## config.mk

```make
export PLATFORM = sky130hd
export DESIGN_NAME = cas_sequencer
export DESIGN_NICKNAME = d
export VERILOG_FILES = /design/src/cas_pkg.sv /design/src/cas_sequencer.sv
export SDC_FILE = /design/constraint.sdc
export NUM_CORES = 1
export LEC_CHECK = 0
export BUFFER_PORTS_ARGS = -buffer_cell sky130_fd_sc_hd__buf_4
export CAP_MARGIN = 20
export CORE_AREA = 2 2 148 179
export DETAILED_ROUTE_END_ITERATION = 10
export DIE_AREA = 0 0 150 181
export PLACE_DENSITY = 0.66
export SYNTH_ARGS = -nofsm -noshare
export SYNTH_HDL_FRONTEND = slang
export SYNTH_SLANG_ARGS = --single-unit
```

## constraint.sdc

```tcl
create_clock -name mclk_i -period 3.38 [get_ports mclk_i]
set_clock_uncertainty 0.15 [all_clocks]
set_input_delay 0.169 -clock mclk_i [delete_from_list [all_inputs] [get_ports mclk_i]]
set_output_delay 0.169 -clock mclk_i [all_outputs]
set_load 0.03 [all_outputs]
```

## src/cas_pkg.sv

```systemverilog
package cas_pkg;
    // addressing forms seen by the sequencer
    typedef enum logic [3:0] {
        CAS_FORM_REG_ONLY = 4'h0, // register_only_operand_form
        CAS_FORM_BRANCH = 4'h1, // branch_offset_form
        CAS_FORM_LITERAL = 4'h2, // literal_operand_form
        CAS_FORM_DIRECT = 4'h3,
        CAS_FORM_FULL = 4'h4, // full_address_form
        CAS_FORM_PTR = 4'h5, // pointer_no_offset_form
        CAS_FORM_PTR_INC = 4'h6, // pointer_post_increment_form
        CAS_FORM_PTR_B = 4'h7, // pointer_byte_offset_form
        CAS_FORM_PTR_B_INC = 4'h8, // pointer_byte_offset_increment_form
        CAS_FORM_PTR_W = 4'h9, // pointer_word_offset_form
        CAS_FORM_STK_B = 4'hA, // stack_byte_offset_form
        CAS_FORM_STK_W = 4'hB // stack_word_offset_form
    } cas_form_t;
    // instruction class for post-increment qualification
    typedef enum logic [1:0] {
        CAS_CLS_OTHER = 2'h0,
        CAS_CLS_COPY = 2'h1, // memory_copy_instruction
        CAS_CLS_CMPBR = 2'h2 // compare_branch_equal_instruction
    } cas_cls_t;
    localparam logic [15:0] CAS_RESET_VEC_HI = 16'hFFFE;
    localparam logic [15:0] CAS_RESET_VEC_LO = 16'hFFFF;
    localparam logic [15:0] CAS_ONE = 16'h0001;
    localparam logic [7:0] CAS_DIRECT_PAGE = 8'h00;
    localparam logic [7:0] CAS_ZERO_BYTE = 8'h00;
    localparam logic [15:0] CAS_ZERO_WORD = 16'h0000;
    localparam int CAS_MASK_BIT = 3;
    localparam logic [2:0] CAS_QUEUE_FILL = 3'h3; // program bytes refetched
    localparam logic [2:0] CAS_ZERO3 = 3'h0;
    localparam int CAS_RESET_CYCLES = 6;
endpackage : cas_pkg

```

## src/cas_sequencer.sv

```systemverilog
`timescale 1ns/1ps
module cas_sequencer
    import cas_pkg::*;
(
    input wire logic mclk_i, // bus clock
    input wire logic nrst_i, // sync reset, active low
    input wire logic src_done_i, // internal reset source check finished
    input wire logic rst_pin_n_i, // external reset pin, active low
    input wire logic ea_req_i, // one-cycle request to form an address
    input wire cas_form_t form_i, // addressing form
    input wire cas_cls_t cls_i, // instruction class
    input wire logic [7:0] op_b1_i, // first byte after opcode
    input wire logic [7:0] op_b2_i, // second byte after opcode
    input wire logic br_taken_i, // branch condition holds
    input wire logic [15:0] pc_i, // program counter
    input wire logic [15:0] idx_i, // index pair (upper:lower)
    input wire logic [7:0] acc_i, // accumulator
    input wire logic [7:0] flags_i, // condition flags (mask bit overridden)
    input wire logic boundary_i, // instruction boundary reached
    input wire logic [7:0] irq_i, // pending maskable requests, bit 0 highest
    input wire logic trap_i, // soft trap instruction executing
    input wire logic wait_i, // wait instruction executing
    input wire logic dbg_halt_i, // debug halt request command
    input wire logic [7:0] rd_data_i, // bus read data
    output logic [15:0] ea_o, // effective address / literal word
    output logic ea_vld_o, // ea_o valid pulse
    output logic [15:0] pc_o, // new program counter
    output logic pc_vld_o, // pc_o valid pulse
    output logic [15:0] idx_o, // updated index pair
    output logic idx_vld_o, // idx_o valid pulse
    output logic [15:0] sp_o, // stack_top_pointer
    output logic mask_o, // interrupt mask
    output logic [15:0] bus_addr_o, // bus address
    output logic bus_rd_o, // bus read strobe
    output logic bus_wr_o, // bus write strobe
    output logic [7:0] bus_wdata_o, // bus write data
    output logic cpu_clk_en_o, // cpu clock running
    output logic bgnd_o, // active background mode
    output logic busy_o // special sequence running
);
    typedef enum logic [8:0] {
        ST_RESET = 9'b0_0000_0001,
        ST_RVEC = 9'b0_0000_0010,
        ST_RUN = 9'b0_0000_0100,
        ST_PUSH = 9'b0_0000_1000,
        ST_VEC_HI = 9'b0_0001_0000,
        ST_VEC_LO = 9'b0_0010_0000,
        ST_IDLE = 9'b0_0100_0000,
        ST_FILL = 9'b0_1000_0000,
        ST_WAIT = 9'b1_0000_0000
    } cas_state_t;

    localparam logic [15:0] IRQ_VEC_TOP = 16'hFFFC; // arbitrary top of request vectors
    localparam logic [15:0] TRAP_VEC = 16'hFFFC; // arbitrary trap vector

    cas_state_t state, next_state;
    logic [2:0] cnt, next_cnt;
    logic [15:0] sp, next_sp, vec, next_vec, ea, next_ea, pc, next_pc, idx, next_idx;
    logic [15:0] bus_addr, next_bus_addr;
    logic [7:0] wdata, next_wdata;
    logic [39:0] frame, next_frame;
    logic ea_vld, next_ea_vld, pc_vld, next_pc_vld, idx_vld, next_idx_vld;
    logic mask, next_mask, rd, next_rd, wr, next_wr, bgnd, next_bgnd;
    logic [2:0] irq_num;
    logic irq_any;
    logic [7:0] flags_stk;

    // priority encoder: lowest set bit wins
    function automatic logic [2:0] prio(input logic [7:0] r);
        logic [2:0] n;
        n = CAS_ZERO3;
        for (int i = 7; i >= 0; i--)
        begin
            if (r[i])
                n = 3'(i);
        end
        return n;
    endfunction

    assign irq_any = (|irq_i) && !mask;
    assign irq_num = prio(irq_i);

    // stacked flags carry the live mask, not the caller's stale copy
    always_comb
    begin
        flags_stk = flags_i;
        flags_stk[CAS_MASK_BIT] = mask;
    end

    // address formation and sequencing
    always_comb
    begin
        next_state = state;
        next_cnt = cnt;
        next_sp = sp;
        next_vec = vec;
        next_ea = ea;
        next_pc = pc;
        next_idx = idx;
        next_bus_addr = bus_addr;
        next_wdata = wdata;
        next_frame = frame;
        next_ea_vld = 1'b0;
        next_pc_vld = 1'b0;
        next_idx_vld = 1'b0;
        next_mask = mask;
        next_rd = 1'b0;
        next_wr = 1'b0;
        next_bgnd = bgnd;
        case (state)
            ST_RESET:
            begin
                if (src_done_i && rst_pin_n_i)
                begin
                    next_state = ST_RVEC;
                    next_cnt = CAS_ZERO3;
                end
            end
            ST_RVEC:
            begin
                // six cycles: vector hi, vector lo, then queue fill
                next_cnt = cnt + 3'h1;
                next_rd = 1'b1;
                case (cnt)
                    3'h0: next_bus_addr = CAS_RESET_VEC_HI;
                    3'h1: next_bus_addr = CAS_RESET_VEC_LO;
                    3'h2: next_rd = 1'b0; // free cycle while the vector bytes arrive
                    default: next_bus_addr = bus_addr + CAS_ONE;
                endcase
                if (cnt == 3'h2)
                    next_pc[15:8] = rd_data_i;
                if (cnt == 3'h3)
                begin
                    next_pc[7:0] = rd_data_i;
                    next_bus_addr = {pc[15:8], rd_data_i};
                end
                if (cnt == 3'(CAS_RESET_CYCLES - 1))
                begin
                    next_state = ST_RUN;
                    next_pc_vld = 1'b1; // third fill read still issues on this edge
                end
            end
            ST_RUN:
            begin
                if (ea_req_i)
                begin
                    next_ea_vld = 1'b1;
                    case (form_i)
                        CAS_FORM_BRANCH: next_ea = br_taken_i ?
                            pc_i + {{8{op_b1_i[7]}}, op_b1_i} : pc_i;
                        CAS_FORM_LITERAL, CAS_FORM_FULL, CAS_FORM_PTR_W, CAS_FORM_STK_W:
                            next_ea = {op_b1_i, op_b2_i};
                        CAS_FORM_DIRECT: next_ea = {CAS_DIRECT_PAGE, op_b1_i};
                        CAS_FORM_PTR, CAS_FORM_PTR_INC: next_ea = idx_i;
                        CAS_FORM_PTR_B, CAS_FORM_PTR_B_INC:
                            next_ea = idx_i + {CAS_ZERO_BYTE, op_b1_i};
                        default: next_ea = CAS_ZERO_WORD;
                    endcase
                    if (form_i == CAS_FORM_PTR_W)
                        next_ea = idx_i + {op_b1_i, op_b2_i};
                    if (form_i == CAS_FORM_STK_B)
                        next_ea = sp + {CAS_ZERO_BYTE, op_b1_i};
                    if (form_i == CAS_FORM_STK_W)
                        next_ea = sp + {op_b1_i, op_b2_i};
                    // post-increment only for the qualifying classes
                    if ((form_i == CAS_FORM_PTR_INC && cls_i != CAS_CLS_OTHER) ||
                        (form_i == CAS_FORM_PTR_B_INC && cls_i == CAS_CLS_CMPBR))
                    begin
                        next_idx = idx_i + CAS_ONE;
                        next_idx_vld = 1'b1;
                    end
                end
                if (boundary_i && (trap_i || irq_any))
                begin
                    next_vec = trap_i ? TRAP_VEC : IRQ_VEC_TOP - {12'h000, irq_num, 1'b0};
                    // upper index byte deliberately left out of the frame
                    next_frame = {pc_i[7:0], pc_i[15:8], idx_i[7:0], acc_i, flags_stk};
                    next_cnt = CAS_ZERO3;
                    next_state = ST_PUSH;
                end
                else if (boundary_i && wait_i)
                begin
                    next_mask = 1'b0;
                    next_state = ST_WAIT;
                end
            end
            ST_PUSH:
            begin
                next_bus_addr = sp;
                next_wdata = frame[39:32];
                next_frame = {frame[31:0], CAS_ZERO_BYTE};
                next_wr = 1'b1;
                next_sp = sp - CAS_ONE;
                next_cnt = cnt + 3'h1;
                if (cnt == 3'h4)
                begin
                    next_mask = 1'b1;
                    next_state = ST_VEC_HI;
                end
            end
            ST_VEC_HI:
            begin
                next_bus_addr = vec;
                next_rd = 1'b1;
                next_state = ST_VEC_LO;
            end
            ST_VEC_LO:
            begin
                next_bus_addr = vec + CAS_ONE;
                next_rd = 1'b1;
                next_state = ST_IDLE;
            end
            ST_IDLE:
            begin
                // free bus cycle; the high vector byte arrives now
                next_pc[15:8] = rd_data_i;
                next_cnt = CAS_ZERO3;
                next_state = ST_FILL;
            end
            ST_FILL:
            begin
                next_bus_addr = pc + {13'h0000, cnt};
                // low vector byte arrives with the first fill request
                if (cnt == CAS_ZERO3)
                begin
                    next_pc[7:0] = rd_data_i;
                    next_bus_addr = {pc[15:8], rd_data_i};
                end
                next_rd = 1'b1;
                next_cnt = cnt + 3'h1;
                if (cnt == CAS_QUEUE_FILL - 3'h1)
                begin
                    next_pc_vld = 1'b1;
                    next_state = ST_RUN;
                end
            end
            ST_WAIT:
            begin
                if (dbg_halt_i)
                begin
                    next_bgnd = 1'b1;
                    next_state = ST_RUN;
                end
                else if (|irq_i)
                    next_state = ST_RUN;
            end
            default: next_state = ST_RESET;
        endcase
    end

    // state registers; reset is synchronous and overrides any sequence
    always_ff @(posedge mclk_i)
    begin
        if (!nrst_i)
        begin
            state <= ST_RESET;
            cnt <= CAS_ZERO3;
            sp <= CAS_ZERO_WORD;
            vec <= CAS_ZERO_WORD;
            ea <= CAS_ZERO_WORD;
            pc <= CAS_ZERO_WORD;
            idx <= CAS_ZERO_WORD;
            bus_addr <= CAS_ZERO_WORD;
            wdata <= CAS_ZERO_BYTE;
            frame <= 40'h00_0000_0000;
            ea_vld <= 1'b0;
            pc_vld <= 1'b0;
            idx_vld <= 1'b0;
            mask <= 1'b1;
            rd <= 1'b0;
            wr <= 1'b0;
            bgnd <= 1'b0;
        end
        else
        begin
            state <= next_state;
            cnt <= next_cnt;
            sp <= next_sp;
            vec <= next_vec;
            ea <= next_ea;
            pc <= next_pc;
            idx <= next_idx;
            bus_addr <= next_bus_addr;
            wdata <= next_wdata;
            frame <= next_frame;
            ea_vld <= next_ea_vld;
            pc_vld <= next_pc_vld;
            idx_vld <= next_idx_vld;
            mask <= next_mask;
            rd <= next_rd;
            wr <= next_wr;
            bgnd <= next_bgnd;
        end
    end

    // registered outputs
    logic clk_en;
    logic busy;
    always_ff @(posedge mclk_i)
    begin
        if (!nrst_i)
        begin
            clk_en <= 1'b1;
            busy <= 1'b0;
        end
        else
        begin
            clk_en <= (next_state != ST_WAIT);
            busy <= (next_state != ST_RUN) && (next_state != ST_WAIT);
        end
    end
    always_comb
    begin
        ea_o = ea;
        ea_vld_o = ea_vld;
        pc_o = pc;
        pc_vld_o = pc_vld;
        idx_o = idx;
        idx_vld_o = idx_vld;
        sp_o = sp;
        mask_o = mask;
        bus_addr_o = bus_addr;
        bus_rd_o = rd;
        bus_wr_o = wr;
        bus_wdata_o = wdata;
        cpu_clk_en_o = clk_en;
        bgnd_o = bgnd;
        busy_o = busy;
    end

    property p_direct_page;
        @(posedge mclk_i) disable iff (!nrst_i)
        (state == ST_RUN && ea_req_i && form_i == CAS_FORM_DIRECT) |=> ea_o[15:8] == 8'h00;
    endproperty
    a_direct_page: assert property (p_direct_page) else $error("direct page high byte");

    property p_no_inc_other;
        @(posedge mclk_i) disable iff (!nrst_i)
        (state == ST_RUN && ea_req_i && cls_i == CAS_CLS_OTHER) |=> !idx_vld_o;
    endproperty
    a_no_inc_other: assert property (p_no_inc_other) else $error("bad increment");

    property p_push_dec;
        @(posedge mclk_i) disable iff (!nrst_i)
        (state == ST_PUSH) |=> bus_wr_o && sp_o == $past(sp_o) - 16'h0001;
    endproperty
    a_push_dec: assert property (p_push_dec) else $error("stack not decremented");

    property p_mask_after_push;
        @(posedge mclk_i) disable iff (!nrst_i)
        $rose(state == ST_PUSH) |-> ##5 mask_o ##1 bus_rd_o;
    endproperty
    a_mask_after_push: assert property (p_mask_after_push) else $error("mask not set");

    property p_wait_mask;
        @(posedge mclk_i) disable iff (!nrst_i)
        (state == ST_WAIT) |-> !mask_o && !cpu_clk_en_o;
    endproperty
    a_wait_mask: assert property (p_wait_mask) else $error("wait mask or clock");

    property p_masked_ignored;
        @(posedge mclk_i) disable iff (!nrst_i)
        (state == ST_RUN && mask && !trap_i) |=> state != ST_PUSH;
    endproperty
    a_masked_ignored: assert property (p_masked_ignored) else $error("masked irq taken");

    property p_trap_unmasked;
        @(posedge mclk_i) disable iff (!nrst_i)
        (state == ST_RUN && boundary_i && trap_i) |=> state == ST_PUSH;
    endproperty
    a_trap_unmasked: assert property (p_trap_unmasked) else $error("trap not taken");

    property p_reset_len;
        @(posedge mclk_i) disable iff (!nrst_i)
        $rose(state == ST_RVEC) |-> (state == ST_RVEC) [*6] ##1 state == ST_RUN;
    endproperty
    a_reset_len: assert property (p_reset_len) else $error("reset sequence length");

    property p_dbg_wake;
        @(posedge mclk_i) disable iff (!nrst_i)
        (state == ST_WAIT && dbg_halt_i) |=> bgnd_o && cpu_clk_en_o;
    endproperty
    a_dbg_wake: assert property (p_dbg_wake) else $error("debug wake");
endmodule // cas_sequencer

```

==> flow_summary.yaml <==
global_route:
  grt.total_usage: 0.282
  first_global_vias: 11500
  grt_pass1_wl_um: 61000
  antenna_found_initial: 0
  grt_overflow: 0
  grt_max_degree: 82
route:
  drc: 0
  drt-pass1-iter-count: 5
  drtIter0Drc: 922
  wl_um: 39000
  wl_per_cell_um: 19.1
  via_per_inst: 5.92
  num_vias: 12100
  drt.antenna.violating_nets: 0
cells_and_area:
  area_delta_synth_final_pct: 27.4
  fin_nets: 1876
  diodes: 0
  nFillCells: 2412
  fin_util: 0.568
  drive_above_1_share: 0.167
logic_synthesis:
  synthCells: 1471
  syn_nets: 1646
  syn_area_per_cell_um2: 7.67
  ys_warn_count: 0
  yosysSeqAreaShare: 0.273
  synth_ff_type: "dfxtp_1"
  ys_ff_latch: 154
  synth_edf_count: 0
  synth.distinct_cells: 74
  async_flop_share: 0
  synthesis.area_um2: 11300
sta:
  post-route-period-util: 0.926
  hold_slack_ns: 0.0213
  finalMaxSlewViolations: 0
  max_freq_mhz: 320
  tightest_slew_ns: 1.19
  tns_ns: 0
  relSlewSlack: 0.209
  period_needed_ns: 3.13
  rsz0062_at_grt: "no"
  finalHoldViolCount: 0
  setup_viol: 0
power_and_ir_drop:
  p_switching_w: 0.00143
  power_density_nw_per_um2: 327
  power.clock.fraction: 0.423
  seq_power_share: 0.392
  p_comb_frac: 0.185
  intPower_w: 0.00327
  power_w: 0.00470
  power.share.switching: 0.305
  p_leak_nw: 6.01
  ir_worst_vdd_v: 0.000323
floorplan:
  die_y_um: 181
  die_area_um2: 27200
  num_io_pins: 193
  start_util: 0.446
  core_um2: 25300
  die_x_um: 150
  fp-row-count: 64
setup_path:
  critical_path.max_stage_delay_ns: 0.55
  crit_chain: "dlygate4sd3_1 > buf_4 > ha_1 > fa_1 > a211oi_2 > o21ai_0 > a21oi_1 > xnor2_1 > a222oi_1 > a311oi_1 > a2111oi_0 > a21oi_1"
  crit_path_end_kind: "flip-flop"
  cp.required_ns: 3.54
  crit_slowest_cell: "dlygate4sd3_1"
  critPathMaxFanout: 3
  start_kind: "input pin"
  crit_arrival_ns: 3.29
  critPathKind: "input pin to flip-flop"
  crit_top_cell: "a21oi_1"
clock_network:
  clkTransAtPathRegs_ns: 0.07
  numCtsBuffers: 17
  clockBufferDepth: 2
  post_cts_buffers: 0
  root_buffer: "clkbuf_16"
  cts_tree: "done"
  clk_latency_ns: 0.43
  h-tree-depth: 4
  clock-sinks: 154
place:
  hpwl_um: 28800
  gp_congestion: 0.928
  portBuffers: 191
run:
  drv_cap: 0
worst_hold_path:
  hold_path.class: "input pin to flip-flop"
outcome:
  status: "complete, no violations"
==> stage by stage <==
step | instances | setup slack, ns | cell area [um^2]
2_1_floorplan | 1471 | 0.377 | 11300
3_3_place_gp | 1947 | 0.290 | 13100
3_5_place_dp | 1947 | 0.235 | 13100
4_1_cts | 2044 | 0.209 | 14400
5_1_grt | 2044 | 0.0305 | 14400
6_report | 2044 | 0.251 | 14400
==> synth_stat cells (18+ instances only) <==
| cell | number | share of area |
|---|---|---|
| o221ai_1 | 18 | 0.014 |
| mux2i_1 | 22 | 0.020 |
| a31oi_1 | 29 | 0.016 |
| xor2_1 | 42 | 0.033 |
| inv_1 | 32 | 0.011 |
| nor3_1 | 42 | 0.019 |
| and3_1 | 27 | 0.015 |
| ha_1 | 73 | 0.081 |
| nand2b_1 | 19 | 0.011 |
| nand3_1 | 45 | 0.020 |
| dfxtp_1 | 154 | 0.27 |
| a21o_1 | 20 | 0.013 |
| a21oi_1 | 95 | 0.042 |
| clkbuf_1 | 78 | 0.026 |
| a311oi_1 | 32 | 0.025 |
| o21ai_0 | 75 | 0.033 |
| nor2_1 | 172 | 0.057 |
| nand2_1 | 175 | 0.058 |
| a211oi_1 | 29 | 0.019 |
| xnor2_1 | 65 | 0.050 |
==> power groups by stage <==
stage               Clock [W]  Combinational, W  Sequential, W
floorplan                   0          0.000481        0.00189
detailed placement          0          0.000786        0.00188
global placement            0          0.000774        0.00188
finish                0.00199          0.000870        0.00184
CTS                   0.00202          0.000852        0.00184
global route          0.00210          0.000941        0.00184
==> routing by layer <==
metal | wire length [um] | track usage
met5 | 0 | 0
met4 | 1500 | 0.117
met3 | 2300 | 0.0427
met2 | 19000 | 0.480
met1 | 16200 | 0.351
==> state kept, by name (all words and copies together) (netlist names) <==
name,flops
bgnd_o,1
bus_wr_o,1
vec,5
cnt,3
bus_rd_o,1
ea_o,16
bus_addr_o,16
pc_vld_o,1
mask_o,1
state,9
cpu_clk_en_o,1
bus_wdata_o,8
pc_o,16
frame,40
ea_vld_o,1
idx_o,16
idx_vld_o,1
sp_o,16
busy_o,1
==> what timing repair did <==
item | 4_1_cts | 5_1_grt
hold endpoints to repair | 83 | 0
hold buffers | 65 | 0
endpoints found under the setup margin | 0 | 2
resized for setup | 0 | 2
==> cell usage in the layout, fill, tap and decap left out, types with 10 or more instances in the layout <==
| master | instances |
|---|---|
| dlygate4sd3_1 | 65 |
| o221ai_1 | 18 |
| and3_1 | 27 |
| o211ai_1 | 15 |
| a31oi_1 | 29 |
| xor2_1 | 42 |
| ha_1 | 73 |
| inv_1 | 31 |
| a22oi_1 | 11 |
| mux2i_1 | 22 |
| nor2_1 | 171 |
| or3_1 | 13 |
| nand2b_1 | 19 |
| buf_4 | 229 |
| a222oi_1 | 10 |
| a21o_1 | 20 |
| nor4_1 | 10 |
| xnor2_1 | 65 |
| a221oi_1 | 12 |
| nand2_1 | 175 |
| a21oi_1 | 95 |
| a211oi_1 | 28 |
| nor3_1 | 40 |
| nor2b_1 | 15 |
| dfxtp_1 | 154 |
| nand4_1 | 11 |
| a311oi_1 | 32 |
| o21ai_0 | 74 |
| nand3_1 | 45 |
| clkbuf_16 | 17 |
==> path summary, 6_finish.rpt <==
path	start	endpoint	slack, ns	depth (start not counted)
min	cls_i[0]	idx_vld_o	0.02	4
max	pc_i[0]	ea_o[8]	0.25	12
min reg2reg	ea_o[2]	ea_o[2]	0.30	2
max reg2reg	state[4]	bus_addr_o[15]	0.42	8
==> cell type report <==
type | count | area (um^2) | share of cell area
inverter | 32 | 121 | 0.00845
multi-input combinational | 1202 | 7780 | 0.542
tap | 330 | 413 | 0.0287
sequential | 154 | 3080 | 0.215
clock inverter | 15 | 175 | 0.0122
timing repair buffer | 294 | 2370 | 0.165
clock buffer | 17 | 425 | 0.0296
==> critical path: cells and delay by family <==
family / cells / cell delay (ns)
AO/OA/AOI/OAI: 7 / 1.69
buffers and inverters: 2 / 0.70
XOR/XNOR: 1 / 0.09
adder cells (fa/ha/maj): 2 / 0.65
==> cell families (layout without fill, tap and decap cells) <==
family,Yosys count,after routing,share of synthesized area
flip-flops,154,154,0.273
AO/OA/AOI/OAI,417,417,0.251
multiplexers,27,27,0.0245
buffers and inverters,115,358,0.0386
adder cells (fa/ha/maj),79,79,0.0916
AND/OR/NAND/NOR,572,572,0.238
XOR/XNOR,107,107,0.0831
Note: power is estimated with default switching activity, not from simulation.
